[config.mk]
export PLATFORM = sky130hd
export DESIGN_NAME = scr_regs
export DESIGN_NICKNAME = d
export VERILOG_FILES = /design/src/verilog/scr_pkg.sv /design/src/verilog/scr_low_timer.sv /design/src/verilog/scr_regs.sv
export SDC_FILE = /design/constraint.sdc
export NUM_CORES = 1
export LEC_CHECK = 0
export ABC_AREA = 1
export BUFFER_PORTS_ARGS = -buffer_cell sky130_fd_sc_hd__buf_2
export CAP_MARGIN = 10
export CORE_MARGIN = 2
export CORE_UTILIZATION = 35
export CTS_BUF_LIST = sky130_fd_sc_hd__clkbuf_4 sky130_fd_sc_hd__clkbuf_8
export DETAILED_ROUTE_END_ITERATION = 8
export PLACE_DENSITY = 0.57
export SLEW_MARGIN = 20
export SYNTH_ARGS = -nofsm -noshare
export SYNTH_HDL_FRONTEND = slang
export SYNTH_SLANG_ARGS = --single-unit
[constraint.sdc]
create_clock -name clk -period 1.7 [get_ports clk]
set_input_delay 0.51 -clock clk [delete_from_list [all_inputs] [get_ports clk]]
set_output_delay 0.51 -clock clk [all_outputs]
set_load 0.05 [all_outputs]
[src/verilog/scr_pkg.sv]
package scr_pkg;
   // register offsets
   localparam logic [7:0] OFS_SCL_LOW   = 8'h19;
   localparam logic [7:0] OFS_DATA_PATH = 8'h1A;
   localparam logic [7:0] OFS_BC_ERR    = 8'h1B;
   localparam logic [7:0] OFS_PIN_ONE   = 8'h1C;
   localparam logic [7:0] OFS_PIN_TWO   = 8'h1D;
   // reset and saturation values
   localparam logic [7:0] SCL_LOW_RST   = 8'h7F;
   localparam logic [7:0] BC_ERR_MAX    = 8'hFF;
   // data path field positions
   localparam int DP_SURROUND_BIT = 0;
   localparam int DP_WIDE_BIT     = 1;
   localparam int DP_AUX_BIT      = 3;
   // scl low timing: field + five extra oscillator cycles
   localparam logic [8:0] SCL_EXTRA_CYC = 9'h005;
   // oscillator step 40 ns at 50 MHz clk (20 ns) is two cycles
   localparam int OSC_STEP_NS  = 40;
   localparam int CLK_NS       = 20;
   localparam int OSC_DIV_CYC  = OSC_STEP_NS / CLK_NS;
endpackage

[src/verilog/scr_low_timer.sv]
`timescale 1ns/1ns
// counts oscillator steps while a low phase is requested
module scr_low_timer
(
   // clock and reset
   input  wire logic       clk,
   input  wire logic       srst,
   // control
   input  wire logic       start,
   input  wire logic [7:0] low_time,
   // status
   output logic            busy,
   output logic            done
);
   logic       div_q, div_d;
   logic [8:0] cnt_q, cnt_d;
   logic       busy_q, busy_d;
   logic       done_q, done_d;

   // next-state for the low-phase counter
   always_comb
   begin
      div_d  = div_q;
      cnt_d  = cnt_q;
      busy_d = busy_q;
      done_d = 1'b0;
      if (start && !busy_q)
      begin
         busy_d = 1'b1;
         div_d  = 1'b0;
         cnt_d  = {1'b0, low_time} + scr_pkg::SCL_EXTRA_CYC;
      end
      else if (busy_q)
      begin
         div_d = ~div_q;           // one step per OSC_DIV_CYC clocks
         if (div_q)
         begin
            if (cnt_q == 9'h001)
            begin
               busy_d = 1'b0;
               done_d = 1'b1;
            end
            cnt_d = cnt_q - 9'h001;
         end
      end
   end

   // registers
   always_ff @(posedge clk)
   begin
      if (srst)
      begin
         div_q  <= 1'b0;
         cnt_q  <= 9'h000;
         busy_q <= 1'b0;
         done_q <= 1'b0;
      end
      else
      begin
         div_q  <= div_d;
         cnt_q  <= cnt_d;
         busy_q <= busy_d;
         done_q <= done_d;
      end
   end

   assign busy = busy_q;
   assign done = done_q;
endmodule

[src/verilog/scr_regs.sv]
`timescale 1ns/1ns
// What this block does
// - master scl low width from field
// - same value sets slave sda setup
// - low time is field plus five steps
// - low-time field resets to 0x7F
// - data path bit 3 mirrors aux audio
// - aux enable taken from mode strap
// - bit 1 selects 28-bit or 24-bit
// - bit 0 clear gives stereo/quad audio
// - bit 0 set gives surround audio
// - repeater in-band detect may override surround
// - saturating back-channel crc error counter
// - counter clears on self-test start or clear
// - port select reads second link count
// - pin status five to seven, bit4 reserved
// - pins zero-three, second link when selected
// - port select steers access to link two
module scr_regs
(
   // clock and reset
   input  wire logic       clk,
   input  wire logic       srst,
   // register port
   input  wire logic       reg_wr,
   input  wire logic [7:0] reg_addr,
   input  wire logic [7:0] reg_wdata,
   output logic      [7:0] reg_rdata,
   // port select and aux audio control
   input  wire logic       second_port_select,
   input  wire logic       aux_audio_wr,
   input  wire logic       aux_audio_wval,
   input  wire logic       mode_strap_pin_zero,
   // audio mode override from repeater detection
   input  wire logic       repeater_mode,
   input  wire logic       inband_surround_valid,
   input  wire logic       inband_surround,
   // self-test error events
   input  wire logic       self_test_start,
   input  wire logic       bc_err_clear,
   input  wire logic       link_one_crc_err,
   input  wire logic       link_two_crc_err,
   // general-purpose pins (asynchronous)
   input  wire logic [3:0] pin_low_inputs,
   input  wire logic [3:0] link_two_pin_inputs,
   input  wire logic       pin_five_input,
   input  wire logic       pin_six_input,
   input  wire logic       pin_seven_input,
   input  wire logic       pin_eight_input,
   // scl timing
   input  wire logic       scl_low_start,
   output logic            scl_low_busy,
   output logic            scl_low_done,
   output logic [7:0]      scl_low_time,
   // data path controls
   output logic            wide_format_mode,
   output logic            surround_audio,
   output logic            aux_audio_enable
);
   // width of the pin synchroniser bank
   localparam int SYNC_W = 12;

   // control state
   logic [7:0]  scl_low_q, scl_low_d;
   logic        wide_q, wide_d;
   logic        surr_q, surr_d;
   logic        aux_q, aux_d;
   logic        strap_seen_q, strap_seen_d;
   logic [7:0]  err_one_q, err_one_d;
   logic [7:0]  err_two_q, err_two_d;
   logic [7:0]  rdata_q, rdata_d;
   // synchronised inputs
   logic [11:0] pin_raw;
   logic [11:0] pin_sync;
   logic [7:0]  pin_lvl;
   logic [3:0]  ln2_lvl;
   logic [1:0]  strap_sync_q;
   // write strobes and shared counter clear
   logic        wr_scl_low;
   logic        wr_data_path;
   logic        err_clr;
   // assembled read words
   logic [7:0]  rd_scl_low;
   logic [7:0]  rd_data_path;
   logic [7:0]  rd_bc_err;
   logic [7:0]  rd_pin_one;
   logic [7:0]  rd_pin_two;

   // saturating increment with clear priority below event
   function automatic logic [7:0] sat_cnt(input logic [7:0] c,
                                          input logic clr,
                                          input logic ev);
      logic [7:0] base;
      base = clr ? 8'h00 : c;
      if (ev && base != scr_pkg::BC_ERR_MAX)
         sat_cnt = base + 8'h01;
      else
         sat_cnt = base;
   endfunction

   // address match, shared by the write strobes
   function automatic logic hits(input logic [7:0] addr,
                                 input logic [7:0] ofs);
      hits = (addr == ofs);
   endfunction

   // write strobes; read-only offsets get none
   assign wr_scl_low   = reg_wr && hits(reg_addr, scr_pkg::OFS_SCL_LOW);
   assign wr_data_path = reg_wr && hits(reg_addr, scr_pkg::OFS_DATA_PATH);
   // self-test start and clear bit share one clear
   assign err_clr      = self_test_start | bc_err_clear;

   always_comb
   begin
      scl_low_d = scl_low_q;
      if (wr_scl_low)
         scl_low_d = reg_wdata;
   end

   // low time register
   always_ff @(posedge clk)
   begin
      if (srst)
         scl_low_q <= scr_pkg::SCL_LOW_RST;
      else
         scl_low_q <= scl_low_d;
   end

   // only bits 1 and 0 writable
   always_comb
   begin
      wide_d = wide_q;
      surr_d = surr_q;
      if (wr_data_path)
      begin
         wide_d = reg_wdata[scr_pkg::DP_WIDE_BIT];
         surr_d = reg_wdata[scr_pkg::DP_SURROUND_BIT];
      end
   end

   // data path registers
   always_ff @(posedge clk)
   begin
      if (srst)
      begin
         wide_q <= 1'b0;
         surr_q <= 1'b0;
      end
      else
      begin
         wide_q <= wide_d;
         surr_q <= surr_d;
      end
   end

   always_comb
   begin
      aux_d        = aux_q;
      strap_seen_d = 1'b1;
      if (!strap_seen_q)
         aux_d = strap_sync_q[1];
      else if (aux_audio_wr)
         aux_d = aux_audio_wval;
   end

   // aux enable and strap-taken flag
   always_ff @(posedge clk)
   begin
      if (srst)
      begin
         aux_q        <= 1'b0;
         strap_seen_q <= 1'b0;
      end
      else
      begin
         aux_q        <= aux_d;
         strap_seen_q <= strap_seen_d;
      end
   end

   always_comb
   begin
      err_one_d = sat_cnt(err_one_q, err_clr, link_one_crc_err);
      err_two_d = sat_cnt(err_two_q, err_clr, link_two_crc_err);
   end

   // back-channel error counters, one per link
   always_ff @(posedge clk)
   begin
      if (srst)
      begin
         err_one_q <= 8'h00;
         err_two_q <= 8'h00;
      end
      else
      begin
         err_one_q <= err_one_d;
         err_two_q <= err_two_d;
      end
   end

   // read words; reserved bits tie to zero
   assign rd_scl_low   = scl_low_q;
   assign rd_data_path = {4'h0, aux_q, 1'b0, wide_q, surr_q};
   assign rd_bc_err    = second_port_select ? err_two_q : err_one_q;
   assign rd_pin_one   = {pin_lvl[7:5], 1'b0,
                          second_port_select ? ln2_lvl : pin_lvl[3:0]};
   assign rd_pin_two   = {7'h00, pin_lvl[4]};

   always_comb
   begin
      rdata_d = 8'h00;
      case (reg_addr)
         scr_pkg::OFS_SCL_LOW:   rdata_d = rd_scl_low;
         scr_pkg::OFS_DATA_PATH: rdata_d = rd_data_path;
         scr_pkg::OFS_BC_ERR:    rdata_d = rd_bc_err;
         scr_pkg::OFS_PIN_ONE:   rdata_d = rd_pin_one;
         scr_pkg::OFS_PIN_TWO:   rdata_d = rd_pin_two;
         default:                rdata_d = 8'h00;
      endcase
   end

   // registered read data, one cycle after the address
   always_ff @(posedge clk)
   begin
      if (srst)
         rdata_q <= 8'h00;
      else
         rdata_q <= rdata_d;
   end

   // gather pins; bit 4 carries pin eight, 11:8 link two
   assign pin_raw = {link_two_pin_inputs, pin_seven_input, pin_six_input,
                     pin_five_input, pin_eight_input, pin_low_inputs};

   // two-flop synchroniser for every pin bit
   for (genvar i = 0; i < SYNC_W; i = i + 1)
   begin : g_sync
      logic s1_q, s2_q;
      always_ff @(posedge clk)
      begin
         if (srst)
         begin
            s1_q <= 1'b0;
            s2_q <= 1'b0;
         end
         else
         begin
            s1_q <= pin_raw[i];
            s2_q <= s1_q;
         end
      end
      assign pin_sync[i] = s2_q;
   end

   // settled levels split by source
   assign pin_lvl = pin_sync[7:0];
   assign ln2_lvl = pin_sync[11:8];

   // strap synchroniser runs through reset, so the first edge
   // after release already sees a settled strap level
   always_ff @(posedge clk)
   begin
      strap_sync_q <= {strap_sync_q[0], mode_strap_pin_zero};
   end

   // shared low-phase timer
   // one timer serves master low phase and slave setup
   scr_low_timer u_timer
   (
      .clk      (clk),
      .srst     (srst),
      .start    (scl_low_start),
      .low_time (scl_low_q),
      .busy     (scl_low_busy),
      .done     (scl_low_done)
   );

   // register port, low time, wide format and aux enable outputs
   assign reg_rdata        = rdata_q;
   assign scl_low_time     = scl_low_q;
   assign wide_format_mode = wide_q;
   assign aux_audio_enable = aux_q;

   always_comb
   begin
      surround_audio = surr_q;
      if (repeater_mode && inband_surround_valid)
         surround_audio = inband_surround;
   end
endmodule
[Word level (Yosys, flattened, before mapping)]
Index checks and enable logic that the tools add are counted.
Word-level totals
  register bits: 74
Operators by class
  $add $sub $neg: 4
  equal/unequal tests: 9
  mux-type cells: 19
  bitwise gates (word level): 3
  reductions and logical operators: 12
Operators with widths (count)
  $eq 8x5->1 const B: 5
  $mux 8: 5
  $pmux 8 s5: 1
  $mux 9: 3
  $add 8x1->8 const B: 2
  $ne 8x8->1 const B: 2
  $add 8x3->9 const B: 1
  $eq 9x1->1 const B: 1
  $mux 1: 9
  $sub 9x1->9 const B: 1
  $logic_and 1x1->1: 6
  $mux 4: 1
  $reduce_bool 2->1: 2
  $reduce_or 4->1: 1
  $ne 2x2->1 const B: 1
  $not 1->1: 2
  $reduce_and 2->1: 1
  $reduce_or 2->1: 1
  $logic_not 1->1: 1
  $or 1x1->1: 1

[Depth between registers and ports, before layout]
  word-level depth: 5
  mapped depth: 12
  depth with buffers taken out: 12

[Hierarchy]
From an unflattened synthesis, not the netlist that was laid out.
Second synthesis, totals
  cells, all modules: 551
  area total of the unflattened synthesis: 3747.3 sq um
Modules (own cells, without submodules)
  scr_regs: instances 1, cells each 415, area an instance 2886.5 sq um
  scr_low_timer: instances 1, cells each 136, area an instance 860.8 sq um

[Worst setup path after synthesis]
Ideal clock, no wire load.
  path kind: input to output
  start: in repeater_mode
  end: out surround_audio
  arrival time: 1.387 ns
  data required time: 1.190 ns
  path slack: -0.197 ns
  cell stages on the path: 1
  path buffers: 0
  path through: a31oi_1
Between the ends
  word-level cells in the longest chain between the ends: 2
RTL lines
  start: declaration: RTL line scr_regs.sv:35  | input wire logic repeater_mode,
  $logic_and 1x1->1: RTL line scr_regs.sv:288  | if (repeater_mode && inband_surround_valid)
  $mux 1: RTL line scr_regs.sv:288
  end: declaration: RTL line scr_regs.sv:57  | output logic surround_audio,
Every way passes these cells.

[Final worst setup path]
  start: reg scl_low_q[5] (netlist: scl_low_time[5])
  end: out scl_low_time[5]
RTL lines
  start: declaration: RTL line scr_regs.sv:64  | logic [7:0] scl_low_q, scl_low_d;
  start signal: assignment: RTL line scr_regs.sv:124  | scl_low_q <= scr_pkg::SCL_LOW_RST;
  start signal: assignment: RTL line scr_regs.sv:126  | scl_low_q <= scl_low_d;
  end: declaration: RTL line scr_regs.sv:54  | output logic [7:0] scl_low_time,
No word-level cell between the ends.

==> impl_metrics.tcl <==
set metrics [dict create \
    outcome "finished, final reports clean" \
    track_usage 0.165 \
    grt_pass1_wl_um 14600 \
    drt-total-wl_um 8630 \
    cts_tree "built" \
    dr_total_vias 3379 \
    dpl.cell_count 720 \
    fmax_ghz 0.615 \
    top_layer "met4" \
    antenna_left 0 \
    synth_edf_count 0 \
    fillCellCount 1030 \
    syn-num-nets 557 \
    fin_crit_sh 0.957 \
    grt_pass1_vias 3201 \
    stdcell_count 736 \
    report.final.slew_viol_count 0 \
    critPathBufInv 1 \
    num_antenna_cells 0 \
    async_flop_share 0 \
    clk_pin_slew_worst_paths_ps 80 \
    relSlewSlack 0.656 \
    dr_wl_met2_um 3950 \
    grt_max_degree 48 \
    syn-instance-count 509 \
    cts_buffers 9 \
    placed_area_sq_um 4240 \
    initialDrtViolationCount 106 \
    die_height_um 105 \
    yosys_warnings 0 \
    area_growth_pct 25.1 \
    via_per_inst 4.59 \
    ys_seq_elements 74 \
    pre_cts_slack_ps -241 \
    avgRoutedWirePerCell_um 11.7 \
    fin_hold_ws_ps 248 \
    final_util 0.453 \
    cts_buffer_depth 2 \
    rsz0062_at_grt "no" \
    postLayoutCellArea_sq_um 4450 \
    yosys.area.top_type "dfxtp_1" \
    crit_type "reg2out" \
    p_total_mw 3.59 \
    die_x_um 105 \
    drc 0 \
    slowest_stage "dfxtp_1" \
    die_area_sq_um 11000 \
    syn_avg_cell_area_sq_um 6.98 \
    wl_met1_um 4150 \
    gp_congestion 0.866 \
    power_density_nw_per_um2 807 \
    fin_ws_ps 73.8 \
    skew_ps 5.38 \
    clock_latency_ps 360 \
    postCtsSetupBuffers 0 \
    dp_hpwl_um 6480 \
    syn_area_sq_um 3550 \
    end_kind "primary output" \
    nNetsFinal 646 \
    initial_core_util 0.362 \
    netlist.area_leader.share 0.417 \
    ios 64 \
    dr.pass1.iters 4 \
    max_stage_delay_ps 450 \
    htreeDepth 3 \
    coreArea_sq_um 9820 \
    clockRootBuffer "clkbuf_8" \
    drv_cap 0 \
    drive_gt1_frac 0.232 \
    crit_fanout 7 \
    crit_required_ps 1190 \
    setup_tns_ps 0 \
    tightest_slew_ps 516 \
    p_leak_nw 2.17 \
    synth_cell_types 34 \
    ys_seq_area_frac 0.417 \
    wl_met3_um 400 \
    startpoint_type "register" \
    ys_top_cells_by_area "dfxtp_1 (42%), nand2_1 (11%), inv_1 (8.6%)" \
    worstPathArrival_ps 1120 \
    period_needed_ps 1630 \
    synth_ff_type "dfxtp_1" \
    ctsHoldBuffers 0 \
    portBuffers 63 \
    overflow 0 \
    clock_sinks 74 \
    worstHoldPathType "in2reg" \
    antenna_found_initial 0 \
    path_delay_family "flip-flops" \
    crit_chain "buf_2" \
    num_rows 36 \
    ctsResizeCount 2 \
    setup_viol 0 \
    ir_drop_uv 376 \
    finalHoldViolations 0 \
]
==> metal layers <==
layer	vias up	GRT usage
met1	1505	0.212
met5	-	0
met4	0	0.0571
li1	1799	-
met2	65	0.274
met3	10	0.0362
==> final cells by class <==
type | instances | area, sq um | share of cell area
multi-input combinational | 338 | 1740 | 0.390
sequential | 74 | 1480 | 0.334
timing repair buffer | 91 | 547 | 0.123
inverter | 84 | 318 | 0.0715
tap | 133 | 166 | 0.0374
clock buffer | 10 | 131 | 0.0296
clock inverter | 6 | 65.1 | 0.0146
==> flip-flops by register name, summed over array words and instances, names as in the netlist <==
signal and flops:
u_timer.div_q 1, aux_audio_enable 1, reg_rdata 8, surr_q 1, g_sync.s2_q 12, scl_low_time 8, err_two_q 8, u_timer.busy 1
wide_format_mode 1, g_sync.s1_q 12, u_timer.done 1, err_one_q 8, strap_seen_q 1, u_timer.cnt_q 9, strap_sync_q 2
==> where the power goes <==
part,switching (mW),leakage [nW],internal [mW]
clock,0.691,0.100,0.700
combinational,0.238,1.46,0.145
sequential,0.0276,0.606,1.79
total,0.956,2.17,2.63
==> path summary, 6_finish.rpt <==
kind                                                   start                 endpoint  slack [ps]  cells after the start
worst max-delay path            scl_low_time[5]$_SDFFE_PP1P_          scl_low_time[5]          70                      1
worst max register to register       err_two_q[1]$_SDFF_PP0_  err_two_q[2]$_SDFF_PP0_         190                      9
worst min register to register       strap_sync_q[0]$_DFF_P_  strap_sync_q[1]$_DFF_P_         330                      0
worst min-delay path                     mode_strap_pin_zero  strap_sync_q[0]$_DFF_P_         250                      1
==> logic make-up after synthesis <==
family | count (synthesis) | synth area share
compound gates | 66 | 0.108
xor+xnor | 8 | 0.0197
fa+ha+maj | 5 | 0.0176
buf+inv | 97 | 0.107
flops | 74 | 0.417
simple gates | 259 | 0.330
==> Yosys cell counts (2+ instances only) <==
master       n
a211oi_1     2
a21oi_1     23
a31oi_1      5
and2_1       2
buf_1        2
buf_2        4
clkbuf_1     6
dfxtp_1     74
ha_1         5
inv_1       81
inv_2        2
nand2_1    106
nand2_2      4
nand2_4      2
nand3_1     43
nand3_4      2
nand4_1     11
nor2_1      73
nor2_2       4
nor2_4       5
nor3_1       5
o2111ai_1    5
o211ai_1     2
o21ai_0     24
o221ai_1     2
xnor2_1      4
xor2_1       4
==> cells in the final DEF, fill, tap and decap left out, types with 2 or more instances in the layout <==
cell and instances:
nand2_1 104, inv_1 80, dfxtp_1 73, nor2_1 72, buf_2 61, nand3_1 42, buf_4 28, o21ai_0 24
a21oi_1 23, nand4_1 11, clkbuf_8 9, nand2_2 6, nor2_4 5, nor2_2 5, nor3_1 5, o2111ai_1 5
a31oi_1 4, xor2_1 4, xnor2_1 4, inv_2 3, ha_1 3, and2_1 2, nand3_4 2, nand2_4 2
o211ai_1 2, a211oi_1 2, o221ai_1 2, ha_4 2, clkinv_2 2, inv_6 2
Power figures use the tool's default switching activity.
